`src/hw/mbrs_pkg.sv`:
```
// shared constants and types for the serial register-access frame engine
package mbrs_pkg;

  // ****************************************************************
  // function, exception and error codes, device address range
  // ****************************************************************
  localparam logic [7:0]  FC_READ        = 8'h03;
  localparam logic [7:0]  FC_WRITE       = 8'h10;
  localparam logic [7:0]  EXC_FLAG       = 8'h80;
  localparam logic [7:0]  ERR_NONE       = 8'h00;
  localparam logic [7:0]  ERR_FUNC       = 8'h01;
  localparam logic [7:0]  ERR_ADDR       = 8'h02;
  localparam logic [7:0]  ERR_DATA       = 8'h03;
  localparam logic [7:0]  ADDR_MIN       = 8'h01;
  localparam logic [7:0]  ADDR_MAX       = 8'hF7;

  // ****************************************************************
  // check code and character timing
  // ****************************************************************
  localparam logic [15:0] CRC_PRESET     = 16'hFFFF;
  localparam logic [15:0] CRC_POLY       = 16'hA001;
  localparam int          CHAR_BITS      = 11;
  localparam int          GAP_HALF_CHARS = 7;
  localparam logic [3:0]  RX_STOP_POS    = 4'h9;
  localparam logic [3:0]  TX_TAIL_BITS   = 4'hA;

  // ****************************************************************
  // byte positions and lengths inside frames, register count limits
  // ****************************************************************
  localparam logic [8:0]  IDX_ADDR       = 9'h000;
  localparam logic [8:0]  IDX_FC         = 9'h001;
  localparam logic [8:0]  IDX_START_HI   = 9'h002;
  localparam logic [8:0]  IDX_START_LO   = 9'h003;
  localparam logic [8:0]  IDX_COUNT_HI   = 9'h004;
  localparam logic [8:0]  IDX_COUNT_LO   = 9'h005;
  localparam logic [8:0]  IDX_BCOUNT     = 9'h006;
  localparam logic [8:0]  IDX_WR_DATA    = 9'h007;
  localparam logic [8:0]  MIN_LEN        = 9'h004;
  localparam logic [8:0]  READ_LEN       = 9'h008;
  localparam logic [8:0]  WRITE_OVERHEAD = 9'h009;
  localparam logic [8:0]  RSP_READ_HDR   = 9'h003;
  localparam logic [8:0]  RSP_WRITE_BODY = 9'h006;
  localparam logic [8:0]  RSP_EXC_BODY   = 9'h003;
  localparam logic [15:0] READ_MAX_REGS  = 16'h007D;
  localparam logic [15:0] WRITE_MAX_REGS = 16'h007B;

  // ****************************************************************
  // carriers and state codes
  // ****************************************************************
  typedef struct packed {
    logic        rd;
    logic        wr;
    logic        chk;
    logic [15:0] addr;
    logic [15:0] wdata;
  } mbrs_reg_req_t;

  typedef struct packed {
    logic [15:0] rdata;
    logic        ok;
  } mbrs_reg_rsp_t;

  typedef enum logic [5:0] {
    ST_RX       = 6'b000001,
    ST_EVAL     = 6'b000010,
    ST_WORDS    = 6'b000100,
    ST_TX_NEXT  = 6'b001000,
    ST_TX_FETCH = 6'b010000,
    ST_TX_BIT   = 6'b100000
  } mbrs_state_t;

  typedef enum logic [2:0] {
    KIND_READ  = 3'b001,
    KIND_WRITE = 3'b010,
    KIND_EXC   = 3'b100
  } mbrs_kind_t;

endpackage : mbrs_pkg

```
`src/hw/mbrs_frame_engine.sv`:
```
// slave frame engine: serial receive, check code, read/write decode, reply
`timescale 1ns/1ps
`default_nettype none
module mbrs_frame_engine #(
  parameter int unsigned CLK_HZ         = 10_000_000,
  parameter int unsigned BAUD           = 9600,
  parameter int unsigned REG_FIRST      = 0,
  parameter int unsigned REG_LAST       = 255,
  parameter int unsigned SILENCE_CYCLES =
    (CLK_HZ * mbrs_pkg::GAP_HALF_CHARS * mbrs_pkg::CHAR_BITS + 2 * BAUD - 1) / (2 * BAUD)
) (
  // clock and reset
  input  wire logic                    ref_clk,
  input  wire logic                    rst_n,
  // serial line
  input  wire logic                    rx_pin,
  output logic                         tx_pin,
  output logic                         tx_drive,
  // configuration
  input  wire logic [7:0]              dev_addr,
  // meter register map
  output mbrs_pkg::mbrs_reg_req_t      reg_req,
  input  wire mbrs_pkg::mbrs_reg_rsp_t reg_rsp,
  // status
  output logic                         frame_drop,
  output logic                         reply_done
);
  import mbrs_pkg::*;

  localparam int unsigned BIT_CYC  = CLK_HZ / BAUD;
  localparam int unsigned HALF_CYC = BIT_CYC / 2;
  localparam int          DW       = $clog2(BIT_CYC + 1);
  localparam int          QW       = $clog2(SILENCE_CYCLES + 1);

  // ****************************************************************
  // receive path
  // ****************************************************************
  logic          rx_m;
  logic          rx_s;
  logic          rx_busy;
  logic [DW-1:0] rx_div;
  logic [3:0]    rx_bit;
  logic [7:0]    rx_sh;
  logic          rx_stb;
  logic          rx_ferr;
  logic [QW-1:0] quiet;
  wire           rx_tick    = rx_busy && (rx_div == '0);
  wire           line_quiet = (quiet == QW'(SILENCE_CYCLES));

  // two-stage synchroniser on the pin
  always_ff @(posedge ref_clk or negedge rst_n) begin
    if (!rst_n) begin
      rx_m <= 1'b1;
      rx_s <= 1'b1;
    end else begin
      rx_m <= rx_pin;
      rx_s <= rx_m;
    end
  end

  // character receiver: sample mid-bit, lsb first, stop bit checked
  always_ff @(posedge ref_clk or negedge rst_n) begin
    if (!rst_n) begin
      rx_busy <= 1'b0;
      rx_div  <= '0;
      rx_bit  <= 4'h0;
      rx_sh   <= 8'h00;
      rx_stb  <= 1'b0;
      rx_ferr <= 1'b0;
    end else begin
      rx_stb <= 1'b0;
      if (!rx_busy) begin
        if (!rx_s) begin
          rx_busy <= 1'b1;
          rx_div  <= DW'(HALF_CYC);
          rx_bit  <= 4'h0;
        end
      end else if (rx_tick) begin
        rx_div <= DW'(BIT_CYC - 1);
        rx_bit <= rx_bit + 4'h1;
        if (rx_bit == 4'h0 && rx_s) begin
          rx_busy <= 1'b0;                          // glitch, not a start bit
        end else if (rx_bit == RX_STOP_POS) begin
          rx_busy <= 1'b0;
          rx_stb  <= 1'b1;
          rx_ferr <= !rx_s;
        end else if (rx_bit != 4'h0) begin
          rx_sh <= {rx_s, rx_sh[7:1]};              // data bits only
        end
      end else begin
        rx_div <= rx_div - DW'(1);
      end
    end
  end

  // silence timer; any line activity restarts it
  always_ff @(posedge ref_clk or negedge rst_n) begin
    if (!rst_n) begin
      quiet <= '0;
    end else if (rx_busy || !rx_s) begin
      quiet <= '0;
    end else if (!line_quiet) begin
      quiet <= quiet + QW'(1);
    end
  end

  // ****************************************************************
  // frame collection
  // ****************************************************************
  mbrs_state_t state;
  mbrs_kind_t  kind;
  logic        armed;
  logic        in_frame;
  logic        frame_bad;
  logic [8:0]  rx_len;
  logic [7:0]  fc;
  logic [15:0] start;
  logic [15:0] count;
  logic [7:0]  bcount;
  logic [7:0]  last_b;
  logic [7:0]  prev_b;
  logic [15:0] crc_d1;
  logic [15:0] crc_d2;
  logic [15:0] rx_crc;
  logic [7:0]  mem_rdata;
  logic [8:0]  mem_raddr;

  // a frame may only open after a full silence
  wire accept   = rx_stb && (state == ST_RX) && (in_frame || armed);
  wire first_b  = accept && !in_frame;
  wire addr_cfg = (dev_addr >= ADDR_MIN) && (dev_addr <= ADDR_MAX);
  wire addr_hit = addr_cfg && (rx_sh == dev_addr);
  wire frame_end = in_frame && line_quiet;

  // preset on the first byte, one byte per accept
  mbrs_crc16 u_rx_crc (
    .ref_clk (ref_clk),
    .rst_n   (rst_n),
    .clear   (first_b),
    .en      (accept),
    .data    (rx_sh),
    .crc     (rx_crc)
  );

  mbrs_byte_mem #(.AW(8)) u_mem (
    .ref_clk (ref_clk),
    .rst_n   (rst_n),
    .we      (accept),
    .waddr   (rx_len[7:0]),
    .wdata   (rx_sh),
    .raddr   (mem_raddr[7:0]),
    .rdata   (mem_rdata)
  );

  // frame bookkeeping: arming, frame open and close, length count and fault flag
  always_ff @(posedge ref_clk or negedge rst_n) begin
    if (!rst_n) begin
      armed     <= 1'b0;
      in_frame  <= 1'b0;
      frame_bad <= 1'b0;
      rx_len    <= 9'h000;
    end else begin
      if (line_quiet) begin
        armed <= 1'b1;
      end
      if (frame_end) begin
        in_frame <= 1'b0;
      end
      if (accept) begin
        armed    <= 1'b0;
        in_frame <= 1'b1;
        rx_len   <= first_b ? 9'h001 : rx_len + 9'h001;
        if (first_b) begin
          frame_bad <= rx_ferr || !addr_hit;
        end else if (rx_ferr || rx_len[8]) begin
          frame_bad <= 1'b1;
        end
      end
    end
  end

  // header fields and the check code held two bytes back
  always_ff @(posedge ref_clk or negedge rst_n) begin
    if (!rst_n) begin
      fc     <= 8'h00;
      start  <= 16'h0000;
      count  <= 16'h0000;
      bcount <= 8'h00;
      last_b <= 8'h00;
      prev_b <= 8'h00;
      crc_d1 <= CRC_PRESET;
      crc_d2 <= CRC_PRESET;
    end else if (accept) begin
      last_b <= rx_sh;
      prev_b <= last_b;
      crc_d1 <= first_b ? CRC_PRESET : rx_crc;
      crc_d2 <= crc_d1;
      if (!first_b) begin
        unique case (rx_len)
          IDX_FC:       fc          <= rx_sh;
          IDX_START_HI: start[15:8] <= rx_sh;
          IDX_START_LO: start[7:0]  <= rx_sh;
          IDX_COUNT_HI: count[15:8] <= rx_sh;
          IDX_COUNT_LO: count[7:0]  <= rx_sh;
          IDX_BCOUNT:   bcount      <= rx_sh;
          default: ;
        endcase
      end
    end
  end

  // ****************************************************************
  // request evaluation
  // ****************************************************************
  wire [16:0] end_addr = {1'b0, start} + {1'b0, count} - 17'h00001;
  wire        crc_ok   = (crc_d2 == {last_b, prev_b});
  wire        good     = !frame_bad && (rx_len >= MIN_LEN) && crc_ok;
  wire        is_rd    = (fc == FC_READ);
  wire        is_wr    = (fc == FC_WRITE);
  wire        addr_ok  = (count != 16'h0000) && (start >= 16'(REG_FIRST))
                         && (end_addr <= 17'(REG_LAST));
  wire        rd_ok    = (rx_len == READ_LEN) && (count <= READ_MAX_REGS);
  wire        wr_ok    = (count <= WRITE_MAX_REGS) && (bcount == {count[6:0], 1'b0})
                         && (rx_len == WRITE_OVERHEAD + {1'b0, bcount});
  // first fault wins: function, then address, then data
  wire [7:0]  eval_err = !(is_rd || is_wr) ? ERR_FUNC :
                         !addr_ok          ? ERR_ADDR :
                         !(is_rd ? rd_ok : wr_ok) ? ERR_DATA : ERR_NONE;

  // ****************************************************************
  // control sequence
  // ****************************************************************
  logic [7:0]    err_code;
  logic [6:0]    wi;
  logic [2:0]    ph;
  logic          pass;
  logic [15:0]   word;
  logic          fetched;
  logic [8:0]    tx_idx;
  logic [8:0]    tx_body;
  logic          tx_clr;
  logic [9:0]    tx_sh;
  logic [3:0]    tx_left;
  logic [DW-1:0] tx_div;
  logic [15:0]   tx_crc;

  wire [8:0]  word_base = IDX_WR_DATA + {1'b0, wi, 1'b0};
  assign mem_raddr      = word_base + {8'h00, (ph != 3'h0)};
  wire        last_word = ({9'h000, wi} == count - 16'h0001);
  wire [8:0]  tx_woff   = tx_idx - RSP_READ_HDR;
  wire        in_body   = tx_idx < tx_body;
  wire        need_word = (kind == KIND_READ) && (tx_idx >= RSP_READ_HDR) && in_body
                          && tx_idx[0] && !fetched;
  wire        tx_fin    = (tx_idx == tx_body + 9'h002);
  wire        tx_load   = (state == ST_TX_NEXT) && !tx_fin && !need_word;
  wire [7:0]  echo_b    = (tx_idx == IDX_START_HI) ? start[15:8] :
                          (tx_idx == IDX_START_LO) ? start[7:0]  :
                          (tx_idx == IDX_COUNT_HI) ? count[15:8] : count[7:0];
  // reply byte selection; check code low byte first
  wire [7:0]  tx_byte   = (tx_idx == tx_body)          ? tx_crc[7:0]  :
                          (tx_idx == tx_body + 9'h001) ? tx_crc[15:8] :
                          (tx_idx == IDX_ADDR)         ? dev_addr     :
                          (tx_idx == IDX_FC)           ?
                            ((kind == KIND_EXC) ? (fc | EXC_FLAG) : fc) :
                          (kind == KIND_EXC)           ? err_code     :
                          (kind == KIND_WRITE)         ? echo_b       :
                          (tx_idx == IDX_START_HI)     ? {count[6:0], 1'b0} :
                          tx_idx[0] ? word[15:8] : word[7:0];

  // reply check code is built from the bytes as they leave
  mbrs_crc16 u_tx_crc (
    .ref_clk (ref_clk),
    .rst_n   (rst_n),
    .clear   (tx_clr),
    .en      (tx_load && in_body),
    .data    (tx_byte),
    .crc     (tx_crc)
  );

  // main sequencer: evaluate, check and write words, then send the reply
  always_ff @(posedge ref_clk or negedge rst_n) begin
    if (!rst_n) begin
      state      <= ST_RX;
      kind       <= KIND_EXC;
      err_code   <= ERR_NONE;
      wi         <= 7'h00;
      ph         <= 3'h0;
      pass       <= 1'b0;
      word       <= 16'h0000;
      fetched    <= 1'b0;
      tx_idx     <= 9'h000;
      tx_body    <= 9'h000;
      tx_clr     <= 1'b0;
      reg_req    <= '0;
      frame_drop <= 1'b0;
      reply_done <= 1'b0;
    end else begin
      tx_clr      <= 1'b0;
      reg_req.rd  <= 1'b0;
      reg_req.wr  <= 1'b0;
      reg_req.chk <= 1'b0;
      frame_drop  <= 1'b0;
      reply_done  <= 1'b0;
      tx_idx      <= 9'h000;
      unique case (state)
        ST_RX: begin
          if (frame_end) begin
            state      <= good ? ST_EVAL : ST_RX;
            frame_drop <= !good;
          end
        end
        ST_EVAL: begin
          err_code <= eval_err;
          wi       <= 7'h00;
          ph       <= 3'h0;
          pass     <= 1'b0;
          fetched  <= 1'b0;
          tx_clr   <= 1'b1;
          if (eval_err != ERR_NONE) begin
            kind    <= KIND_EXC;
            tx_body <= RSP_EXC_BODY;
            state   <= ST_TX_NEXT;
          end else if (is_rd) begin
            kind    <= KIND_READ;
            tx_body <= RSP_READ_HDR + {count[7:0], 1'b0};
            state   <= ST_TX_NEXT;
          end else begin
            state   <= ST_WORDS;
          end
        end
        ST_WORDS: begin
          // two passes: every value is checked before any is written
          ph <= ph + 3'h1;
          if (ph == 3'h1) begin
            word[15:8] <= mem_rdata;
          end
          if (ph == 3'h2) begin
            reg_req.chk   <= !pass;
            reg_req.wr    <= pass;
            reg_req.addr  <= start + {9'h000, wi};
            reg_req.wdata <= {word[15:8], mem_rdata};
          end
          if (ph == 3'h4) begin
            ph <= 3'h0;
            if (!pass && !reg_rsp.ok) begin
              kind     <= KIND_EXC;
              err_code <= ERR_DATA;
              tx_body  <= RSP_EXC_BODY;
              tx_clr   <= 1'b1;
              state    <= ST_TX_NEXT;
            end else if (!last_word) begin
              wi <= wi + 7'h01;
            end else if (!pass) begin
              pass <= 1'b1;
              wi   <= 7'h00;
            end else begin
              kind    <= KIND_WRITE;
              tx_body <= RSP_WRITE_BODY;
              tx_clr  <= 1'b1;
              state   <= ST_TX_NEXT;
            end
          end
        end
        ST_TX_NEXT: begin
          tx_idx <= tx_idx;
          if (tx_fin) begin
            state      <= ST_RX;
            reply_done <= 1'b1;
          end else if (need_word) begin
            reg_req.rd   <= 1'b1;
            reg_req.addr <= start + {8'h00, tx_woff[8:1]};
            ph           <= 3'h0;
            state        <= ST_TX_FETCH;
          end else begin
            state <= ST_TX_BIT;
          end
        end
        ST_TX_FETCH: begin
          // register data arrive the cycle after the strobe is seen
          tx_idx <= tx_idx;
          ph     <= 3'h1;
          if (ph == 3'h1) begin
            word    <= reg_rsp.rdata;
            fetched <= 1'b1;
            state   <= ST_TX_NEXT;
          end
        end
        ST_TX_BIT: begin
          tx_idx <= tx_idx;
          if (tx_div == '0 && tx_left == 4'h0) begin
            tx_idx  <= tx_idx + 9'h001;
            fetched <= 1'b0;
            state   <= ST_TX_NEXT;
          end
        end
        default: state <= ST_RX;
      endcase
    end
  end

  // ****************************************************************
  // transmit character: start, eight data lsb first, two stops
  // ****************************************************************
  always_ff @(posedge ref_clk or negedge rst_n) begin
    if (!rst_n) begin
      tx_pin   <= 1'b1;
      tx_drive <= 1'b0;
      tx_sh    <= 10'h3FF;
      tx_left  <= 4'h0;
      tx_div   <= '0;
    end else begin
      tx_drive <= (state != ST_RX) && (state != ST_EVAL) && (state != ST_WORDS);
      if (tx_load) begin
        tx_pin  <= 1'b0;
        tx_sh   <= {2'b11, tx_byte};
        tx_left <= TX_TAIL_BITS;
        tx_div  <= DW'(BIT_CYC - 1);
      end else if (state == ST_TX_BIT && tx_div == '0 && tx_left != 4'h0) begin
        tx_pin  <= tx_sh[0];
        tx_sh   <= {1'b1, tx_sh[9:1]};
        tx_left <= tx_left - 4'h1;
        tx_div  <= DW'(BIT_CYC - 1);
      end else if (tx_div != '0) begin
        tx_div <= tx_div - DW'(1);
      end
    end
  end

endmodule : mbrs_frame_engine
`default_nettype wire

```
`src/hw/mbrs_crc16.sv`:
```
// byte-wide 16-bit check code register, eight shift steps per byte
`timescale 1ns/1ps
`default_nettype none
module mbrs_crc16 (
  // clock and reset
  input  wire logic        ref_clk,
  input  wire logic        rst_n,
  // control and data
  input  wire logic        clear,
  input  wire logic        en,
  input  wire logic [7:0]  data,
  // result
  output logic      [15:0] crc
);
  import mbrs_pkg::*;

  logic [15:0] seed;
  logic [15:0] step [0:8];

  // a clear together with a byte folds the byte into a fresh preset
  assign seed    = clear ? CRC_PRESET : crc;
  assign step[0] = seed ^ {8'h00, data};

  // each step: shift right, zero fill, xor the polynomial on a one out
  genvar i;
  generate
    for (i = 0; i < 8; i++) begin : g_shift
      assign step[i+1] = step[i][0] ? ((step[i] >> 1) ^ CRC_POLY) : (step[i] >> 1);
    end
  endgenerate

  // register update
  always_ff @(posedge ref_clk or negedge rst_n) begin
    if (!rst_n) begin
      crc <= CRC_PRESET;
    end else if (en) begin
      crc <= step[8];
    end else if (clear) begin
      crc <= CRC_PRESET;
    end
  end

endmodule : mbrs_crc16
`default_nettype wire

```
`src/hw/mbrs_byte_mem.sv`:
```
// frame byte store with registered read data
`timescale 1ns/1ps
`default_nettype none
module mbrs_byte_mem #(
  parameter int AW = 8
) (
  // clock and reset
  input  wire logic          ref_clk,
  input  wire logic          rst_n,
  // write port
  input  wire logic          we,
  input  wire logic [AW-1:0] waddr,
  input  wire logic [7:0]    wdata,
  // read port, data one cycle after the address
  input  wire logic [AW-1:0] raddr,
  output logic      [7:0]    rdata
);

  logic [7:0] mem [0:(1<<AW)-1];

  // storage has no reset; only bytes of the current frame are ever read
  always_ff @(posedge ref_clk) begin
    if (we) begin
      mem[waddr] <= wdata;
    end
  end

  always_ff @(posedge ref_clk or negedge rst_n) begin
    if (!rst_n) begin
      rdata <= 8'h00;
    end else begin
      rdata <= mem[raddr];
    end
  end

endmodule : mbrs_byte_mem
`default_nettype wire

```
`config.mk`:
```
export PLATFORM = sky130hd
export DESIGN_NAME = mbrs_frame_engine
export DESIGN_NICKNAME = d
export VERILOG_FILES = /design/src/hw/mbrs_pkg.sv /design/src/hw/mbrs_frame_engine.sv /design/src/hw/mbrs_crc16.sv /design/src/hw/mbrs_byte_mem.sv
export SDC_FILE = /design/constraint.sdc
export NUM_CORES = 2
export LEC_CHECK = 0
export ABC_CLOCK_PERIOD_IN_PS = 6600
export BUFFER_PORTS_ARGS = -buffer_cell sky130_fd_sc_hd__buf_4
export CELL_PAD_IN_SITES_DETAIL_PLACEMENT = 1
export CELL_PAD_IN_SITES_GLOBAL_PLACEMENT = 1
export CORE_ASPECT_RATIO = 1.75
export CORE_UTILIZATION = 40
export CTS_CLUSTER_DIAMETER = 100
export DETAILED_ROUTE_END_ITERATION = 10
export PLACE_DENSITY = 0.6
export SETUP_SLACK_MARGIN = 0.1
export SYNTH_ARGS = -nofsm -noshare
export SYNTH_HDL_FRONTEND = slang
export SYNTH_SLANG_ARGS = --single-unit
```
`constraint.sdc`:
```
create_clock -name ref_clk -period 6.6 [get_ports ref_clk]
set_input_delay 1.32 -clock ref_clk [delete_from_list [all_inputs] [get_ports ref_clk]]
set_output_delay 1.32 -clock ref_clk [all_outputs]
set_load 0.1 [all_outputs]
```
# == After elaboration in Yosys (flattened, before gate mapping) ==
# Memories as Yosys holds them, arrays and structs flattened. A register that Yosys moved wholly into a read port is not among the register bits.
# Index checks and enable logic that the tools add are counted.
# word_totals
regBits,312
ramBits,2048
input_bits,28
out_inout_bits,39
wordCells,385
n_memories,1
# memory_table
memory,depth,width,rd,rd_clocked_by_memory_dff,write_ports,line,rtl
u_mem.mem,256,8,1,1,1,mbrs_byte_mem.sv:19,logic [7:0] mem [0:(1<<AW)-1];
# classes
addsub,21
magnitude_cmp,9
eq_ne,56
mux,139
n_bitwise,22
reduce_logical,88
# ops
operator,count
$mux 16,25
$mux 8,15
$mux 9,8
$mux 11,6
$mux 6,9
$not 2->3,16
$eq 9x2->1 const B,4
$eq 9x3->1 const B,4
$eq 9x9->1,4
$mux 1,36
$pmux 6 s6,1
$pmux 9 s2,2
$mux 34,1
$le 16x7->1 const B,2
$pmux 16 s2,1
$pmux 8 s2,2
$xor 16x8->16,2
$reduce_and 3->1,10
$logic_and 1x1->1,28
$mux 4,7
$mux 7,4
$add 9x1->9 const B,3
$mux 3,9
$logic_not 11->1,2
71 further kinds,134

# == Longest topological paths before layout ==
# logic_depth
word_depth,28
ltp_mapped,20
mapped_depth_nobuf,18

# == Modules after synthesis ==
# From an unflattened synthesis, not the netlist that was laid out.
# unflattened
cells_unflattened,5876
hier_area_um2,98847.3
# by_module_without_submodules
mod,n_inst,cells_each,area_each_um2,seq_area_each_um2
mbrs_byte_mem,1,3795,80038.0,61699.2
mbrs_frame_engine,1,1853,16687.3,6862.8
mbrs_crc16,2,114,1061.0,420.4

# == Worst setup path after synthesis ==
# No wires, ideal clock.
# synth_path
path_type,register to register
startpoint,reg rx_sh[2]
endpoint,reg u_rx_crc.crc[0]
setup_time_ns,0.079
arrival_ns,4.757
required_ns,6.521
setup_slack_ns,1.764
stages_incl_launch_ff,7
n_path_buf,0
synth_period_minus_slack_ns,4.836
path_cell_list,dfrtp_1 > xnor2_1 > xor2_1 > xnor2_1 > xnor2_1 > xnor2_1 > o21ai_0
# synth_between
elab_chain_len,11
# synth_rtl
item,line,rtl
from (decl),mbrs_frame_engine.sv:43,logic [7:0] rx_sh;
from (signal assigned),mbrs_frame_engine.sv:88,"rx_sh <= {rx_s, rx_sh[7:1]};"
$xor 16x8->16 *,mbrs_crc16.sv:22,"assign step[0] = seed ^ {8'h00, data};"
$mux 16 *,mbrs_crc16.sv:28,assign step[i+1] = step[i][0] ? ((step[i] >> 1) ^ CRC_POLY) : (step[i] >> 1);
$not 2->3 (no line),--,
$mux 16 * (7 in a row),mbrs_crc16.sv:28,
$mux 16 *,mbrs_crc16.sv:36,end else if (en) begin
to (signal assigned),mbrs_crc16.sv:37,crc <= step[8];
to (decl),mbrs_crc16.sv:13,output logic [15:0] crc
# Mark *: on every way between the ends. The rest lies on a longest branch, timed or not.
# A chain may end at the register's enable or synchronous reset.

# == Worst setup path in the final report ==
# layout_path
startpoint,reg tx_idx[0]
endpoint,reg u_tx_crc.crc[0]
# layout_between
elab_chain_len,21
word_cells_on_any_way,47
cone_classes,2 x order compare; 7 x eq/ne; 20 x mux; 8 x bitwise; 10 x reduce/logical
# layout_rtl
item,line,rtl
from (decl),mbrs_frame_engine.sv:239,logic [8:0] tx_idx;
from (signal assigned),mbrs_frame_engine.sv:365,tx_idx <= tx_idx;
from (signal assigned),mbrs_frame_engine.sv:380,tx_idx <= tx_idx;
from (signal assigned),mbrs_frame_engine.sv:389,tx_idx <= tx_idx;
$eq 9x3->1,mbrs_frame_engine.sv:258,(tx_idx == IDX_COUNT_HI) ? count[15:8] : count[7:0];
$mux 8,mbrs_frame_engine.sv:258,
$mux 8,mbrs_frame_engine.sv:257,(tx_idx == IDX_START_LO) ? start[7:0] :
$mux 8,mbrs_frame_engine.sv:256,wire [7:0] echo_b = (tx_idx == IDX_START_HI) ? start[15:8] :
$mux 8,mbrs_frame_engine.sv:266,(kind == KIND_WRITE) ? echo_b :
$mux 8,mbrs_frame_engine.sv:265,(kind == KIND_EXC) ? err_code :
$mux 8,mbrs_frame_engine.sv:263,(tx_idx == IDX_FC) ?
$mux 8,mbrs_frame_engine.sv:262,(tx_idx == IDX_ADDR) ? dev_addr :
$mux 8,mbrs_frame_engine.sv:261,(tx_idx == tx_body + 9'h001) ? tx_crc[15:8] :
$mux 8,mbrs_frame_engine.sv:260,wire [7:0] tx_byte = (tx_idx == tx_body) ? tx_crc[7:0] :
$xor 16x8->16,mbrs_crc16.sv:22,
$mux 16 / $not 2->3 (equally long branches) (6 in a row),--,
$not 2->3 (no line) / $mux 16 (equally long branches),--,
$mux 16 (2 in a row),mbrs_crc16.sv:28,
$mux 16 *,mbrs_crc16.sv:36,
to (signal assigned),mbrs_crc16.sv:37,
to (decl),mbrs_crc16.sv:13,
# Marks and branches as above.

==> flow_summary.ini <==
[finish]
final_cell_count_no_fill = 8642
areaGrowthSynthToFinish_pct = 12.3
drive_gt1_share_pct = 25.8
n_fill_cell = 22424
fin_nets = 5457

[clocking]
clk_pin_slew_worst_paths_ps = 60
clkLatencyLatePin_ps = 900
cts_tree = done
hold_buffers = 0
cts-resized-gates = 0
cts_made_buffers = 216
clock-root-buffer = clkbuf_16
cts_sinks = 2360
cts_max_level = 4
clock_path_buffers = 4
cts_setup_buffers = 0

[placed_design]
gp_congestion = 0.885
place_hpwl_um = 178000
portBuffers = 66
dp_cells = 8254
pre_cts_ws_ps = 1460

[yosys]
synth_top_area_share_pct = 63.2
synth_seq_area_share_pct = 71.3
synth_edf_count = 2048
synthFlopType = edfxtp_1
synth_warnings = 0
synth_seq_cells = 2360
ys_types = 90
netlist_instances = 5222
syn_avg_cell_area_um2 = 18.6
yosys.area.top_type = edfxtp_1
async_flop_share_pct = 13.2
synth_common_cells = edfxtp_1, mux4_2, nor2_1
synthesis.nets = 5340
syn_area_um2 = 97300
synth_top_cells_by_area = edfxtp_1, mux4_2, dfrtp_1
yosysMostFrequentCell = edfxtp_1

[die]
boundaryPins = 67
die_x_um = 375
start_util_pct = 40.2
die_area_um2 = 245000
chipHeight_um = 654
std_cell_rows = 239
core-area_um2 = 242000

[global_routing]
grt_first_pass_wirelength_um = 394000
grt_max_degree = 215
antenna_found_initial = 6
overflow = 0
grt.total_usage_pct = 22.3
grt_pass1_vias = 53940

[routing]
vias = 49248
via_per_inst = 5.70
drc_errors = 0
firstDrtPassIters = 5
drt-initial-drc-count = 3460
finalWirelength_um = 272000
wl_per_cell_um = 31.5
drtAntennaViolNets = 0

[timing]
finalMaxSlewViolations = 0
max_freq_mhz = 188
tns_ps = 0
min_period_ps = 5320
hold_viol = 0
fin_skew_ps = 65.2
setup_slack_ps = 1280
finalCritPeriodShare_pct = 80.6
worstMarginPinSlew_ps = 1280
hold_ws_ps = 357
grt_setup_unrepaired = no
relSlewSlack_pct = 14.1
setup_viol = 0

[critical_path]
slowest_stage = nor4bb_1
r2r_cells = 14
setup.worst_path.start = tx_idx[0]$_DFFE_PN0P_
path_cells = inv_1 -> ha_1 -> nor4bb_1 -> o21ai_1 -> a22oi_1 -> nor3_1 -> o32ai_1 -> a22oi_1 -> and3_1 -> nor3_2 -> xnor2_1 -> xnor3_1 -> xor2_1 -> a21oi_1
end_kind = flop
worstSetupPathType = reg -> reg
cp-endpoint = u_tx_crc.crc[0]$_DFF_PN1_
worst_path_most_repeated_cell = a22oi_1
startpoint_type = flop
cp_slowest_stage_delay_ps = 730
cp_max_fo = 15
crit_required_ps = 7350
timing.rr.start = tx_idx[0]$_DFFE_PN0P_
worst_ep_arrival_time_ps = 6070
r2r-end = u_tx_crc.crc[0]$_DFF_PN1_
rrSetupSlack_ps = 1280

[run_status]
outcome = finished, final reports clean

[job]
maxCapViolations = 0

[power]
peakVddDrop_uv = 190
p_per_area_nw_per_um2 = 282
p_leak_nw = 30.7

[min_path]
hp-class = reg -> reg
[through the flow]
step	power [W]	area [µm²]	util [%]
floorplan	0.0176	97300	-
global placement	0.0181	102000	42.2
detailed placement	0.0181	102000	42.2
CTS	0.0312	109000	45.2
global route	0.0317	109000	45.2
finish	0.0309	109000	45.2
[how the worst min path moves through the flow]
stage	slack, ps	cells past startpoint	to	startpoint
6_report	360	0	rx_s$_DFF_PN1_	rx_m$_DFF_PN1_
5_1_grt	360	0	rx_s$_DFF_PN1_	rx_m$_DFF_PN1_
4_1_cts	360	0	rx_s$_DFF_PN1_	rx_m$_DFF_PN1_
3_5_place_dp	350	0	rx_s$_DFF_PN1_	rx_m$_DFF_PN1_
3_3_place_gp	350	0	rx_s$_DFF_PN1_	rx_m$_DFF_PN1_
2_1_floorplan	350	0	rx_s$_DFF_PN1_	rx_m$_DFF_PN1_
[kinds of logic (layout without fill, tap and decap cells)]
kind of cell / after synthesis / in the layout / share of synthesized area [%]
and+or+nand+nor: 981 / 981 / 4.55
xor gates and xnor gates: 183 / 183 / 1.67
muxes: 781 / 781 / 16.9
DFF: 2360 / 2360 / 71.3
buffers and inverters: 413 / 697 / 1.63
adders and majority gates: 90 / 90 / 1.18
other: 0 / 3 / 0
AOI/OAI and AO/OA: 414 / 414 / 2.77
[cells in the final DEF (no fill, tap or decap), types with 21 or more instances in the layout]
| master | netlist | final |
|---|---|---|
| o21a_1 | 21 | 21 |
| o22a_1 | 22 | 22 |
| clkinv_1 | 0 | 27 |
| nand4_1 | 30 | 30 |
| edfxtp_1 | 2048 | 2048 |
| clkbuf_16 | 0 | 219 |
| inv_1 | 125 | 125 |
| nor2_1 | 404 | 403 |
| a31oi_1 | 23 | 23 |
| nand2_1 | 293 | 283 |
| and3_1 | 23 | 23 |
| nand3_1 | 48 | 42 |
| ha_1 | 87 | 86 |
| xor2_1 | 77 | 74 |
| clkbuf_1 | 222 | 29 |
| clkinv_2 | 0 | 36 |
| bufinv_16 | 0 | 32 |
| o22ai_1 | 29 | 29 |
| o21ai_0 | 100 | 99 |
| nor3_1 | 47 | 47 |
| dfstp_2 | 77 | 77 |
| buf_12 | 0 | 25 |
| mux4_2 | 680 | 680 |
| dfrtp_1 | 235 | 227 |
| buf_4 | 1 | 161 |
| mux2_2 | 86 | 86 |
| xnor2_1 | 104 | 102 |
| a21oi_1 | 93 | 93 |
[layer usage]
layer | wire length, µm | up-vias | global-route usage (%) | part of all wire, %
li1 | - | 21025 | - | -
met1 | 96000 | 26724 | 24.0 | 35
met2 | 153000 | 1044 | 43.1 | 56
met3 | 8590 | 451 | 2.40 | 3.2
met4 | 14200 | 4 | 10.6 | 5.2
met5 | 27 | - | 0 | 0.0099
[cell type report]
type / count / area, µm² / share of cell area (%)
Clock buffer: 263 / 5770 / 5.28
Timing Repair Buffer: 187 / 1720 / 1.58
Multi-Input combinational cell: 2449 / 26500 / 24.2
Sequential cell: 2360 / 69400 / 63.5
Antenna cell: 3 / 7.51 / 0.00687
Tap cell: 3133 / 3920 / 3.59
Clock inverter: 122 / 1490 / 1.36
Inverter: 125 / 469 / 0.429
[power breakdown]
| part | switching, W | internal [W] | leakage [nW] |
|---|---|---|---|
| Clock | 0.00567 | 0.00747 | 3.54 |
| Combinational | 0.000931 | 0.000666 | 9.17 |
| Sequential | 0.0000646 | 0.0161 | 18.0 |
[critical path, delay by kind of cell, from the launching register on]
family | cells | cell delay (ps)
and+or+nand+nor | 4 | 1450
buffers and inverters | 1 | 340
DFF | 1 | 650
xor gates and xnor gates | 3 | 730
adders and majority gates | 1 | 570
AOI/OAI and AO/OA | 5 | 1450
[flip-flops by register name (all words and copies together), names as in the netlist, 8 cells and up]
| signal | cells |
|---|---|
| tx_sh | 8 |
| u_tx_crc.crc | 16 |
| bcount | 8 |
| rx_len | 9 |
| rx_sh | 8 |
| u_rx_crc.crc | 16 |
| crc_d1 | 16 |
| tx_body | 9 |
| start | 16 |
| prev_b | 8 |
| word | 16 |
| fc | 8 |
| quiet | 16 |
| reg_req | 35 |
| u_mem.rdata | 8 |
| crc_d2 | 16 |
| u_mem.mem | 2048 |
| last_b | 8 |
| count | 16 |
| tx_idx | 9 |
| rx_div | 11 |
| tx_div | 11 |
Note: power is estimated with default switching activity, not from simulation.
